File: config.mk
export PLATFORM = sky130hd
export DESIGN_NAME = pts_bank
export DESIGN_NICKNAME = d
export VERILOG_FILES = /design/src/pts_pkg.sv /design/src/pts_bank.sv
export SDC_FILE = /design/constraint.sdc
export NUM_CORES = 1
export LEC_CHECK = 0
export ABC_AREA = 0
export BUFFER_PORTS_ARGS = -buffer_cell sky130_fd_sc_hd__buf_4
export CORE_MARGIN = 1
export CORE_UTILIZATION = 49
export CTS_CLUSTER_SIZE = 30
export DETAILED_ROUTE_END_ITERATION = 10
export PLACE_DENSITY = 0.66
export SETUP_SLACK_MARGIN = 0.5
export SYNTH_ARGS = -nofsm -noshare
export SYNTH_HDL_FRONTEND = slang
export SYNTH_SLANG_ARGS = --single-unit
export TNS_END_PERCENT = 5
File: constraint.sdc
create_clock -name core_clk -period 19.8 [get_ports core_clk]
set_input_delay 1.98 -clock core_clk [delete_from_list [all_inputs] [get_ports core_clk]]
set_output_delay 1.98 -clock core_clk [all_outputs]
set_load 0.02 [all_outputs]
File: src/pts_pkg.sv
// constants and types for the telemetry and status register bank
package pts_pkg;
    // ------------------------------------------------------------
    // command codes
    // ------------------------------------------------------------
    localparam logic [7:0] CMD_ON_OFF = 8'h01;
    localparam logic [7:0] CMD_IOUT = 8'h8c;
    localparam logic [7:0] CMD_TEMP = 8'h8d;
    localparam logic [7:0] CMD_STATUS_WORD = 8'h79;
    localparam logic [7:0] CMD_OUTPUT_VOLTAGE_STATUS = 8'h7a;
    localparam logic [7:0] CMD_STATUS_IOUT = 8'h7b;
    localparam logic [7:0] CMD_STATUS_INPUT = 8'h7c;
    localparam logic [7:0] CMD_STATUS_TEMP = 8'h7d;
    localparam logic [7:0] CMD_STATUS_COMM = 8'h7e;
    localparam logic [7:0] CMD_CAL_OFFSET = 8'hd0;
    localparam logic [7:0] CMD_CAL_GAIN = 8'hd1;
    // ------------------------------------------------------------
    // linear format
    // ------------------------------------------------------------
    localparam logic [4:0] EXP_IOUT = 5'h1c;
    localparam logic [4:0] EXP_TEMP = 5'h1e;
    localparam int GAIN_SHIFT = 13;
    localparam int BLANK_MA = 1650;
    localparam int STEP_UA = 62500;
    localparam logic [10:0] BLANK_CODE = 11'(((BLANK_MA * 1000) + STEP_UA - 1) / STEP_UA);
    // ------------------------------------------------------------
    // reset values and field positions
    // ------------------------------------------------------------
    localparam logic [7:0] ON_OFF_RESET = 8'h80;
    localparam logic [7:0] ON_OFF_WR_MASK = 8'hb0;
    localparam int ON_BIT = 7;
    localparam logic [15:0] GAIN_RESET = 16'h2000;
    localparam logic [10:0] OFFSET_RESET = 11'h000;
    localparam int TEMP_COEF_SHIFT = 10;
    localparam int SW_VOUT = 15;
    localparam int SW_IOUT = 14;
    localparam int SW_INPUT = 13;
    localparam int SW_PG_N = 11;
    localparam int SW_OFF = 6;
    localparam int SW_OV = 5;
    localparam int SW_OC = 4;
    localparam int SW_UV = 3;
    localparam int SW_TEMP = 2;
    localparam int SW_COMM = 1;

    typedef struct packed {
        logic [7:0] on_off;
        logic [15:0] acc;
        logic [4:0] avg_cnt;
        logic [10:0] iout_avg;
        logic [15:0] rd_data;
        logic rd_valid;
        logic output_enable;
    } pts_state_t;
endpackage : pts_pkg

File: src/pts_bank.sv
// telemetry readings, status bytes and output on/off control
// ------------------------------------------------------------
// Summary of operation
// - current reading is linear, exponent -4 in high byte bits 7:3.
// - current mantissa is eleven bits with msb always zero.
// - current below 1.65 A reads as zero.
// - samples taken while the converter sinks current count as zero in the average.
// - reported current comes from an averaged measurement.
// - read-only offset correction, exponent -4, eleven-bit signed mantissa.
// - unsigned gain; current = raw * gain / 8192 plus offset.
// - current is temperature compensated before being reported.
// - temperature reading is linear with exponent -2.
// - status word high byte: vout 15, iout 14, input 13, pg_n 11.
// - status low byte: off 6, ov 5, oc 4, uv 3, temp 2, comm 1.
// - unsupported status bits stay zero; status bits other than off follow their sources live and are not cleared by reset.
// - vout status implements only bit 7 overvoltage fault.
// - iout status: fault bit 7, warning bit 5.
// - input status: ov bit 7, uv bit 4, off-low-input bit 3.
// - temperature status: fault bit 7, warning bit 6.
// - comm status: bad command 7, bad data 6, pec failure 5.
// - on/off command code 0x01, immediate on/off and act-on-fault margins.
// - on/off bits 6,3,2,1,0 are read-only at factory values.
// - on/off bit 7 zero disables output, one enables it.
// ------------------------------------------------------------
`timescale 1ns/1ps
module pts_bank
    import pts_pkg::*;
#(
    parameter int AVG_LOG2 = 4
) (
    // clock and reset
    input wire logic core_clk,
    input wire logic srst,
    // command port from the bus engine
    input wire logic cmd_valid,
    input wire logic cmd_write,
    input wire logic [7:0] cmd_code,
    input wire logic [7:0] cmd_wdata,
    output logic [15:0] rd_data,
    output logic rd_valid,
    // measurement front end, same clock
    input wire logic sample_valid,
    input wire logic [11:0] iout_raw,
    input wire logic iout_sinking,
    input wire logic [10:0] temp_raw,
    // factory trim, constant after power-up
    input wire logic [15:0] cal_gain,
    input wire logic [10:0] cal_offset,
    // detailed fault sources, same clock
    input wire logic vout_ov_fault,
    input wire logic iout_oc_fault,
    input wire logic iout_oc_warn,
    input wire logic vin_ov_fault,
    input wire logic vin_uv_fault,
    input wire logic off_low_vin,
    input wire logic ot_fault,
    input wire logic ot_warn,
    input wire logic bad_command,
    input wire logic bad_data,
    input wire logic pec_failed,
    input wire logic power_good,
    // output control
    output logic output_enable
);
    // ------------------------------------------------------------
    // correction arithmetic
    // ------------------------------------------------------------
    function automatic logic [10:0] correct(input logic [11:0] raw, input logic [15:0] gain,
                                            input logic [10:0] offs, input logic [10:0] temp);
        logic [28:0] prod;
        logic signed [18:0] val;
        logic signed [18:0] comp;
        logic signed [37:0] tprod;
        prod = {17'h00000, raw} * {13'h0000, gain};
        val = $signed({3'h0, prod[GAIN_SHIFT +: 16]}) + $signed({{8{offs[10]}}, offs});
        // small linear tempco so copper resistance rise is not read as load
        // full-width product, a 19-bit one wraps at high load and temperature
        tprod = val * $signed({{8{temp[10]}}, temp});
        comp = val - 19'(tprod >>> TEMP_COEF_SHIFT);
        if (comp < 0) begin
            correct = 11'h000;
        end else if (comp > 19'sh003ff) begin
            correct = 11'h3ff;
        end else begin
            correct = comp[10:0];
        end
    endfunction : correct

    function automatic logic [15:0] linear(input logic [4:0] e, input logic [10:0] m);
        linear = {e, m};
    endfunction : linear

    pts_state_t s_reg;
    pts_state_t s_next;
    logic [7:0] st_vout;
    logic [7:0] st_iout;
    logic [7:0] st_input;
    logic [7:0] st_temp;
    logic [7:0] st_comm;
    logic [15:0] st_word;
    logic [10:0] iout_corr;
    logic [15:0] acc_sum;

    // ------------------------------------------------------------
    // status bytes
    // ------------------------------------------------------------
    always_comb begin
        st_vout = 8'h00;
        st_vout[7] = vout_ov_fault;
        st_iout = 8'h00;
        st_iout[7] = iout_oc_fault;
        st_iout[5] = iout_oc_warn;
        st_input = 8'h00;
        st_input[7] = vin_ov_fault;
        st_input[4] = vin_uv_fault;
        st_input[3] = off_low_vin;
        st_temp = 8'h00;
        st_temp[7] = ot_fault;
        st_temp[6] = ot_warn;
        st_comm = 8'h00;
        st_comm[7] = bad_command;
        st_comm[6] = bad_data;
        st_comm[5] = pec_failed;
        st_word = 16'h0000;
        st_word[SW_VOUT] = |st_vout;
        st_word[SW_IOUT] = |st_iout;
        st_word[SW_INPUT] = |st_input;
        st_word[SW_PG_N] = ~power_good;
        st_word[SW_OFF] = ~s_reg.output_enable | off_low_vin;
        st_word[SW_OV] = vout_ov_fault;
        st_word[SW_OC] = iout_oc_fault;
        st_word[SW_UV] = vin_uv_fault;
        st_word[SW_TEMP] = |st_temp;
        st_word[SW_COMM] = |st_comm;
    end

    // ------------------------------------------------------------
    // state update
    // ------------------------------------------------------------
    always_comb begin
        s_next = s_reg;
        s_next.rd_valid = 1'b0;
        // sinking samples count as zero so they drag the average down
        acc_sum = s_reg.acc + (iout_sinking ? 16'h0000 : {4'h0, iout_raw});
        // the closing sample belongs to its own window
        iout_corr = correct(acc_sum[AVG_LOG2 +: 12], cal_gain, cal_offset, temp_raw);
        if (sample_valid) begin
            s_next.acc = acc_sum;
            s_next.avg_cnt = s_reg.avg_cnt + 5'h01;
            if (s_reg.avg_cnt == 5'((1 << AVG_LOG2) - 1)) begin
                s_next.acc = 16'h0000;
                s_next.avg_cnt = 5'h00;
                // correction happens once per window, off the read path
                s_next.iout_avg = (iout_corr < BLANK_CODE) ? 11'h000 : iout_corr;
            end
        end
        if (cmd_valid && cmd_write && cmd_code == CMD_ON_OFF) begin
            s_next.on_off = (cmd_wdata & ON_OFF_WR_MASK) | (ON_OFF_RESET & ~ON_OFF_WR_MASK);
        end
        if (cmd_valid && !cmd_write) begin
            s_next.rd_valid = 1'b1;
            case (cmd_code)
                CMD_ON_OFF: s_next.rd_data = {8'h00, s_reg.on_off};
                CMD_IOUT: s_next.rd_data = linear(EXP_IOUT, {1'b0, s_reg.iout_avg[9:0]});
                CMD_TEMP: s_next.rd_data = linear(EXP_TEMP, temp_raw);
                CMD_CAL_OFFSET: s_next.rd_data = linear(EXP_IOUT, cal_offset);
                CMD_CAL_GAIN: s_next.rd_data = cal_gain;
                CMD_STATUS_WORD: s_next.rd_data = st_word;
                CMD_OUTPUT_VOLTAGE_STATUS: s_next.rd_data = {8'h00, st_vout};
                CMD_STATUS_IOUT: s_next.rd_data = {8'h00, st_iout};
                CMD_STATUS_INPUT: s_next.rd_data = {8'h00, st_input};
                CMD_STATUS_TEMP: s_next.rd_data = {8'h00, st_temp};
                CMD_STATUS_COMM: s_next.rd_data = {8'h00, st_comm};
                default: s_next.rd_data = 16'h0000;
            endcase
        end
        s_next.output_enable = s_next.on_off[ON_BIT];
    end

    always_ff @(posedge core_clk) begin
        if (srst) begin
            s_reg <= '0;
            s_reg.on_off <= ON_OFF_RESET;
            s_reg.output_enable <= ON_OFF_RESET[ON_BIT];
        end else begin
            s_reg <= s_next;
        end
    end

    assign rd_data = s_reg.rd_data;
    assign rd_valid = s_reg.rd_valid;
    assign output_enable = s_reg.output_enable;
endmodule : pts_bank

== After elaboration in Yosys (flattened, before gate mapping) ==
Index checks and enable logic that the tools add are counted.

* Latch bits: 0
* Memories kept: 0
* Memory bits (read-only): 0
* Register bits: 52
* Bits of input ports: 84
* Bits in writable memories: 0

* Reduce and logical (&&, ||, !) cells: 9
* $lt $le $gt $ge: 3
* Mux-type cells: 8
* Divide/modulo/power cells: 0
* Equal/unequal tests: 12
* Shifts and indexed selects: 0
* Multiply operators: 2
* Add/subtract/negate cells: 4
* Bitwise operators: 3

{| class="wikitable"
|+ Operator list
! operator !! count
|-
| $pmux 16 s11 || 1
|-
| $eq 8x7->1 const B || 6
|-
| $mux 11 || 3
|-
| $eq 8x8->1 const B || 4
|-
| $mux 32 || 1
|-
| $mul 12x16->28 || 1
|-
| $mul 17x11->28 || 1
|-
| $gt 19x11->1 const B || 1
|-
| $lt 19x1->1 const B || 1
|-
| $sub 17x18->19 || 1
|-
| $add 16x11->17 || 1
|-
| $add 16x12->16 || 1
|-
| $mux 12 || 1
|-
| $lt 11x5->1 const B || 1
|-
| $eq 8x1->1 const B || 1
|-
| $mux 8 || 1
|-
| $reduce_or 3->1 || 2
|-
| $add 5x1->5 const B || 1
|-
| $eq 5x4->1 const B || 1
|-
| $reduce_or 2->1 || 2
|-
| $logic_and 1x1->1 || 3
|-
| $not 1->1 || 2
|-
| $reduce_and 2->1 || 1
|-
| $logic_not 1->1 || 1
|-
| other kinds (2) || 2
|}

== Logic depth before layout (Yosys ltp) ==
Gate-level depths: netlist of run 1.

* Depth in word-level cells: 12
* Depth in mapped cells: 74

== Worst setup path before layout of run 1 ==
OpenSTA, ideal clock, no wires.

* Path type: input -> register
* Start point: in iout_sinking
* End point: reg s_reg[19] (netlist bit)
* Stages on the path: 66
* Data arrival time: 17,035 ps
* Path slack: 2,642 ps
* Cells stage by stage: clkbuf_1 nor2b_1 ha_1 o2111a_1 o21ai_1 a21boi_1 o21a_1 o21a_1 or4_1 nand3_1 buf_2 nand2_1 fa_1 inv_1 fa_1 fa_1 fa_1 inv_1 [30 not listed] a21o_1 or3_1 a41o_1 nand3_1 nand2b_1 a21oi_1 xor2_1 ha_1 a41oi_1 o21ai_1 a21oi_1 nand2_1 xnor2_1 a2111o_1 or4_4 buf_6 o31ai_2 o21ai_1

* Longest elaborated chain between the ends: 11
* Elaborated cells between the ends (all ways): 12

{| class="wikitable"
|+ Ends and longest elaborated chain
! item !! RTL line !! RTL
|-
| start, declared || pts_bank.sv:44 || <nowiki>input wire logic iout_sinking,</nowiki>
|-
| $mux 12 * || pts_bank.sv:144 || <nowiki>acc_sum = s_reg.acc + (iout_sinking ? 16'h0000 : {4'h0, iout_raw});</nowiki>
|-
| $add 16x12->16 * || pts_bank.sv:144 ||
|-
| $mul 12x16->28 * || pts_bank.sv:74 || <nowiki>prod = {17'h00000, raw} * {13'h0000, gain};</nowiki>
|-
| $add 16x11->17 * || pts_bank.sv:75 || <nowiki>val = $signed({3'h0, prod[GAIN_SHIFT +: 16]}) + $signed({{8{offs[10]}}, offs});</nowiki>
|-
| $mul 17x11->28 || pts_bank.sv:78 || <nowiki>tprod = val * $signed({{8{temp[10]}}, temp});</nowiki>
|-
| $sub 17x18->19 * || pts_bank.sv:79 || <nowiki>comp = val - 19'(tprod >>> TEMP_COEF_SHIFT);</nowiki>
|-
| $gt 19x11->1 || pts_bank.sv:82 || <nowiki>end else if (comp > 19'sh003ff) begin</nowiki>
|-
| $mux 11 || pts_bank.sv:82 ||
|-
| $mux 11 * || pts_bank.sv:80 || <nowiki>if (comp < 0) begin</nowiki>
|-
| $lt 11x5->1 || pts_bank.sv:154 || <nowiki>s_next.iout_avg = (iout_corr < BLANK_CODE) ? 11'h000 : iout_corr;</nowiki>
|-
| $mux 11 * || pts_bank.sv:154 ||
|-
| end signal, assigned || pts_bank.sv:186 || <nowiki>s_reg <= s_next;</nowiki>
|-
| end, declared || pts_bank.sv:93 || <nowiki>pts_state_t s_reg;</nowiki>
|}

Every way passes the cells marked *; elsewhere a longest branch is shown, timed or not.
A chain may end at the register's enable or synchronous reset.

== Final worst setup path of run 1 ==
* Start point: in iout_sinking
* End point: reg s_reg[21] (netlist bit)

Same word-level chain as after synthesis.

==> impl_table.tex, run 1 <==
\begin{tabular}{lr}
\hline
Metric & Value \\
\hline
\multicolumn{2}{l}{\textbf{Yosys}} \\
\quad EDFF count, synth & 0 \\
\quad Number of warning messages in the yosys log & 0 \\
\quad Xor/xnor cell area share of the yosys netlist & 3.42\% \\
\quad Average cell area after synthesis & 8.46 um\^{}2 \\
\quad Main combinational cell family by area after synthesis & adder cells \\
\quad Multiplexer area fraction after synthesis & 0.481\% \\
\quad Adder-cell share of the synthesized area & 48.3\% \\
\quad Fraction of the mapped netlist area in simple logic gates & 18.9\% \\
\quad Number of distinct library cells after synthesis & 84 \\
\quad Area of the mapped netlist & 0.0172 mm\^{}2 \\
\quad Flip-flop and latch count after synthesis & 51 \\
\quad Top flip-flop cell by instance count after synthesis & dfxtp\_1 \\
\quad Seq/Total Area, Yosys & 5.95\% \\
\quad Proportion of synthesized flip-flops having asynchronous set or reset & 0\% \\
\quad Compound-cell area share of the yosys netlist & 12.4\% \\
\quad Synthesized instance count & 2030 \\
\quad Post-synth net total & 2590 \\
\multicolumn{2}{l}{\textbf{Floorplan}} \\
\quad Placement Rows & 68 \\
\quad Placeable core area & 0.0345 mm\^{}2 \\
\quad Overall die width & 189 um \\
\quad Initial cell density of the core & 49.7\% \\
\quad Ports placed on the boundary & 102 \\
\quad Die height & 189 um \\
\quad Die footprint & 0.0358 mm\^{}2 \\
\multicolumn{2}{l}{\textbf{Timing}} \\
\quad Clk\_skew & 0.00532 ns \\
\quad Total Neg Setup Slack & 0 ns \\
\quad Maximum clock frequency & 0.0549 GHz \\
\quad Minimum clock period after layout & 18.23 ns \\
\quad Hold Fails Final Rpt & 0 \\
\quad Final hold slack & 0.458 ns \\
\quad Slew margin rel. & 28.8\% \\
\quad Period utilization & 92.1\% \\
\quad Tightest Pin Transition & 1.06 ns \\
\quad Unrepaired setup endpoints after global routing & no \\
\quad Slew Limit Fails & 0 \\
\quad Final setup violating endpoints & 0 \\
\multicolumn{2}{l}{\textbf{Critical path}} \\
\quad Category of cells accounting for the largest share of critical-path delay & adder cells \\
\quad Category of the most critical setup path & in -> reg \\
\quad Nature of the critical path endpoint & register \\
\quad Crit-path max cell delay & 0.55 ns \\
\quad Worst-path fanout max & 12 \\
\quad Category of the worst setup path launch point & input pin \\
\quad Slowest CP cell & or4\_4 \\
\quad Cell type with the highest occurrence count on the critical path & fa\_1 \\
\quad WP buf/inv & 10 \\
\quad Worst endpoint required time & 19.98 ns \\
\quad Worst Path Arrival & 18.41 ns \\
\multicolumn{2}{l}{\textbf{Run}} \\
\quad Max-cap violations & 0 \\
\multicolumn{2}{l}{\textbf{Clocking}} \\
\quad Clock root buffer & clkbuf\_16 \\
\quad H-tree depth & 2 \\
\quad Clk\_lat worst skew & 0.30 ns \\
\quad CTS tree & done \\
\quad Reg clk slew, reported paths & 0.07 ns \\
\quad Cts bufs inserted & 5 \\
\quad Sink Count & 51 \\
\quad Worst-case clock buffer depth & 2 \\
\multicolumn{2}{l}{\textbf{Placed design}} \\
\quad Weighted congestion reported at the end of routability-driven placement & 0.911 \\
\quad Post-DP HPWL & 35600 um \\
\quad Number of port buffers & 96 \\
\multicolumn{2}{l}{\textbf{Layout}} \\
\quad Largest register FFs & 33 \\
\quad Fraction of layout cells with a size suffix above 1 & 8.56\% \\
\quad Area added between synthesis and finish & 7.47\% \\
\quad Nets & 2616 \\
\quad Diode insertion count for antenna repair & 0 \\
\multicolumn{2}{l}{\textbf{Run status}} \\
\quad Result of the run & finished, final reports clean \\
\multicolumn{2}{l}{\textbf{Drt}} \\
\quad Drt initial violations & 597 \\
\quad Average wire per cell in the routed design & 17.9 um \\
\quad Ratio of routed vias to standard cells & 5.57 \\
\quad Aggregate routed wire length & 44900 um \\
\quad Number of design rule violations left after detail routing & 0 \\
\quad Vias post-DR & 14.0k \\
\quad Count of nets left with antenna violations after detail routing & 0 \\
\quad Initial DRT Pass Iterations & 5 \\
\multicolumn{2}{l}{\textbf{Min path}} \\
\quad Class of the most critical hold timing path & reg -> reg \\
\multicolumn{2}{l}{\textbf{Global routing}} \\
\quad Sum of overflow across all layers after global routing & 0 \\
\quad First-pass GRT wire length & 73800 um \\
\quad Pin count of the biggest net entering global routing & 49 \\
\quad Overall track demand over capacity in global routing & 25.9\% \\
\quad Via count of the first global-routing pass & 14.8k \\
\quad Initial antenna violation count & 0 \\
\hline
\end{tabular}
[repair_timing]
item / 4_1_cts / 5_1_grt
resized for setup: 0 / 14
hold endpoints to repair: 0 / 0
setup endpoints to repair: 0 / 10
setup buffers: 0 / 0
hold buffers: 0 / 0
[metal layers]
metal	up-vias	GRT usage [%]	routed length, um
met3	87	2.13	1890
met5	-	0	0
met4	0	10.0	1850
met2	362	46.8	22700
met1	7042	31.8	18400
li1	6502	-	-
[Yosys cell counts (all sizes together), types with 14 or more instances]
master	instances	area, um^2
inv	363	1360
fa	308	6170
nand2	233	877
ha	168	2100
and2	125	782
nor2	105	394
clkbuf	82	308
a21oi	75	379
dfxtp	51	1020
o21ai	49	260
xnor2	44	385
nor2b	43	269
a21boi	30	225
a22oi	29	218
nand3	26	130
and3	25	156
xor2	23	201
buf	22	151
nor3	21	105
nand2b	16	100
o21a	14	105
[cells by family (layout without fill, tap and decap cells)]
group	Yosys count	after routing
and+or+nand+nor	653	653
adders and majority gates	478	478
buffers and inverters	467	494
AOI/OAI and AO/OA	306	306
xor gates and xnor gates	67	67
DFF	51	51
muxes	8	8
[worst paths after layout]
path,startpoint,to,slack [ns],cells past startpoint
worst min register to register,s_reg[19],s_reg[19],0.46,2
worst max register to register,s_reg[34],s_reg[21],3.25,66
worst max-delay path,iout_sinking,s_reg[21],1.57,67
worst min-delay path,s_reg[19],s_reg[19],0.46,2
[worst min-delay path: stages (launching register included)]
cell,delay (ns)
dfxtp_1,0.31
nand2_1,0.05
o21ai_1,0.05
[metrics by stage]
step	worst slack (ns)	utilization [%]	cell area, um^2	cells
3_3_place_gp	0.742	52.7	18200	2504
4_1_cts	0.901	53.2	18400	2512
3_5_place_dp	0.673	52.7	18200	2504
5_1_grt	0.519	53.4	18500	2512
6_report	1.57	53.4	18500	2512
2_1_floorplan	2.64	-	17200	2030
[layout by cell type, fill, tap and decap left out, types with 10 or more instances in the layout]
master and count:
a21oi_1 72, o21a_1 14, nand2_1 232, nand3_1 24, and3_1 25, nor2_1 105, a211oi_1 10, buf_4 123
ha_1 168, o21ai_0 33, xor2_1 22, xnor2_1 41, fa_1 308, a31oi_1 13, or3_1 11, nand2b_1 16
inv_1 363, and2_1 123, dfxtp_1 51, a21boi_0 28, o21ai_1 14, a21o_1 12, nor2b_1 43, a22oi_1 29
nor3_1 21
[layout make-up]
cell class,instances,area [um^2]
fillers,3328,16100
multi-input cells,1512,14400
inverters,363,1360
flip-flops and latches,51,1020
repair buffers,123,923
well taps,455,569
clock buffers,7,153
clock inverters,1,7.51
Power of run 1 is left out: the tool's default activity adds up to more than one toggle a clock period on the data nets, which glitch-free logic cannot reach.
==> run 2: changes to the inputs <==
--- a/config.mk
+++ b/config.mk
@@ -7,11 +7,12 @@
 export LEC_CHECK = 0
 export ABC_AREA = 0
 export BUFFER_PORTS_ARGS = -buffer_cell sky130_fd_sc_hd__buf_4
+export CORE_ASPECT_RATIO = 0.7
 export CORE_MARGIN = 1
 export CORE_UTILIZATION = 49
 export CTS_CLUSTER_SIZE = 30
 export DETAILED_ROUTE_END_ITERATION = 10
-export PLACE_DENSITY = 0.66
+export PLACE_DENSITY = 0.77
 export SETUP_SLACK_MARGIN = 0.5
 export SYNTH_ARGS = -nofsm -noshare
 export SYNTH_HDL_FRONTEND = slang
==> run 2 against run 1 <==
Clock skew is essentially flat. Sequential share of layout area is essentially flat. Wire length grew 0.95%. Cell count grew 0.52%. Global-route usage grew 0.68 points. Design area grew 0.13%. Clock-buffer cell count shrank 1. Register-to-register slack lost 0.23 ns. Fmax shrank 1.3%. Via count grew 2.0%. Largest cell class unchanged. Die area is essentially flat. First-iteration DRC count grew 71%.
==> impl_table.tex, run 2 (same netlist as run 1, synthesis figures left out) <==
\begin{tabular}{lr}
\hline
Metric & Value \\
\hline
\multicolumn{2}{l}{\textbf{Critical path}} \\
\quad Cell type with the highest occurrence count on the critical path & fa\_1 \\
\quad Slowest CP cell & fa\_1 \\
\quad Number of cell instances on the worst register-to-register path & 63 \\
\quad Worst endpoint required time & 19.98 ns \\
\quad Startpoint of the worst-slack reg-to-reg timing path & s\_reg[35] \\
\quad Category of the most critical setup path & in -> reg \\
\quad Worst-path fanout max & 12 \\
\quad Slack of the worst reg-to-reg path & 3.02 ns \\
\quad Nature of the critical path endpoint & register \\
\quad Endpoint of the worst register-to-register path & s\_reg[21] \\
\quad Category of the worst setup path launch point & input pin \\
\quad Crit-path max cell delay & 0.56 ns \\
\quad Worst Path Arrival & 18.65 ns \\
\multicolumn{2}{l}{\textbf{Clocking}} \\
\quad Worst-case clock buffer depth & 2 \\
\quad Number of buffers inserted for hold repair after clock tree synthesis & 0 \\
\quad Clk\_lat worst skew & 0.29 ns \\
\quad Reg clk slew, reported paths & 0.07 ns \\
\quad Cts bufs inserted & 5 \\
\quad Sink Count & 51 \\
\quad Clock root buffer & clkbuf\_16 \\
\quad CTS tree & done \\
\quad H-tree depth & 2 \\
\multicolumn{2}{l}{\textbf{Global routing}} \\
\quad Overall track demand over capacity in global routing & 26.5\% \\
\quad Sum of overflow across all layers after global routing & 0 \\
\quad First-pass GRT wire length & 75500 um \\
\quad Pin count of the biggest net entering global routing & 49 \\
\quad Initial antenna violation count & 0 \\
\quad Via count of the first global-routing pass & 14.6k \\
\multicolumn{2}{l}{\textbf{Layout}} \\
\quad Cell area after layout & 0.0185 mm\^{}2 \\
\quad Nets & 2620 \\
\quad Most common cell after layout, fill and taps aside & inv\_1 \\
\quad Leading cell types in the layout, fill and taps excluded & 363 x inv\_1, 308 x fa\_1, 232 x nand2\_1 \\
\quad Footprint of the multi-input gates & 0.0144 mm\^{}2 \\
\quad Diode insertion count for antenna repair & 0 \\
\quad Largest register FFs & 33 \\
\quad Register Area & 0.00102 mm\^{}2 \\
\quad Fill cell instance count of the final layout & 3018 \\
\quad Fraction of layout cells with a size suffix above 1 & 8.59\% \\
\quad Area added between synthesis and finish & 7.61\% \\
\quad Number of standard cells in the layout, taps in and fillers out & 2525 \\
\multicolumn{2}{l}{\textbf{Floorplan}} \\
\quad Overall die width & 226 um \\
\quad Ports placed on the boundary & 102 \\
\quad Placement Rows & 56 \\
\quad Die height & 159 um \\
\quad Die footprint & 0.0358 mm\^{}2 \\
\quad Placeable core area & 0.0340 mm\^{}2 \\
\quad Initial cell density of the core & 50.5\% \\
\multicolumn{2}{l}{\textbf{Placed design}} \\
\quad Count of placed standard cells including taps & 2516 \\
\quad Weighted congestion reported at the end of routability-driven placement & 0.909 \\
\quad Post-DP HPWL & 36700 um \\
\quad Number of port buffers & 96 \\
\quad Placed inst area & 0.0182 mm\^{}2 \\
\quad Placement-stage worst setup slack & 0.995 ns \\
\multicolumn{2}{l}{\textbf{Timing}} \\
\quad Maximum clock frequency & 0.0542 GHz \\
\quad Clk\_skew & 0.00561 ns \\
\quad Unrepaired setup endpoints after global routing & no \\
\quad Minimum clock period after layout & 18.47 ns \\
\quad Tightest Pin Transition & 0.826 ns \\
\quad Slew Limit Fails & 0 \\
\quad Slew margin rel. & 44.5\% \\
\quad Final setup violating endpoints & 0 \\
\quad Hold Fails Final Rpt & 0 \\
\quad Final worst-path setup slack & 1.33 ns \\
\quad Period utilization & 93.3\% \\
\quad Total Neg Setup Slack & 0 ns \\
\multicolumn{2}{l}{\textbf{Min path}} \\
\quad Startpoint of the most critical hold path & s\_reg[21] \\
\quad Cell count of the worst hold path & 2 \\
\quad Class of the most critical hold timing path & reg -> reg \\
\quad Hold Path End & s\_reg[21] \\
\multicolumn{2}{l}{\textbf{Drt}} \\
\quad Initial DRT Pass Iterations & 5 \\
\quad Count of nets left with antenna violations after detail routing & 0 \\
\quad Aggregate routed wire length & 45300 um \\
\quad Number of design rule violations left after detail routing & 0 \\
\quad Drt initial violations & 1022 \\
\quad Average wire per cell in the routed design & 17.9 um \\
\quad Vias post-DR & 14.3k \\
\quad Ratio of routed vias to standard cells & 5.65 \\
\multicolumn{2}{l}{\textbf{Run status}} \\
\quad Result of the run & finished, final reports clean \\
\multicolumn{2}{l}{\textbf{Run}} \\
\quad Max-cap violations & 0 \\
\hline
\end{tabular}
run 2: critical path: cells and delay by family:
kind	cells	cell delay (ns)
xor gates and xnor gates	4	0.59
and+or+nand+nor	16	3.38
AOI/OAI and AO/OA	24	5.42
buffers and inverters	7	0.68
adders and majority gates	15	6.55
run 2: final cells by class:
class,count,area share [%]
Clock buffer,6,0.698
Tap cell,464,3.14
Clock inverter,2,0.210
Multi-Input combinational cell,1512,77.9
Inverter,363,7.37
Timing Repair Buffer,127,5.16
Sequential cell,51,5.53
run 2: timing repair:
action | in CTS | in global routing
setup endpoints to repair | 0 | 10
resized for setup | 0 | 12
setup buffers | 0 | 1
run 2: metrics by stage:
stage / utilization (%) / hold slack (ns)
after floorplan: - / 0.426
after global routing: 54.4 / 0.478
final: 54.4 / 0.463
after global placement: 53.7 / 0.447
after detailed placement: 53.7 / 0.451
after CTS: 54.2 / 0.460
run 2: how the worst max path moves through the flow:
stage	start	end	slack, ns	cells past startpoint
floorplan	iout_sinking	s_reg[19]	2.64	66
global placement	iout_sinking	s_reg[21]	1.16	68
detailed placement	iout_sinking	s_reg[21]	0.99	68
CTS	iout_sinking	s_reg[21]	1.27	67
global route	iout_sinking	s_reg[19]	0.56	67
finish	iout_sinking	s_reg[21]	1.33	66
run 2: per-layer routing:
| layer | vias to the layer above | track usage [%] | share of wire [%] |
|---|---|---|---|
| met5 | - | 0 | 0 |
| met3 | 55 | 5.65 | 10 |
| li1 | 6501 | - | - |
| met1 | 7111 | 38.9 | 46 |
| met4 | 0 | 4.34 | 1.2 |
| met2 | 610 | 40.7 | 43 |
Power of run 2 is left out for the same reason.
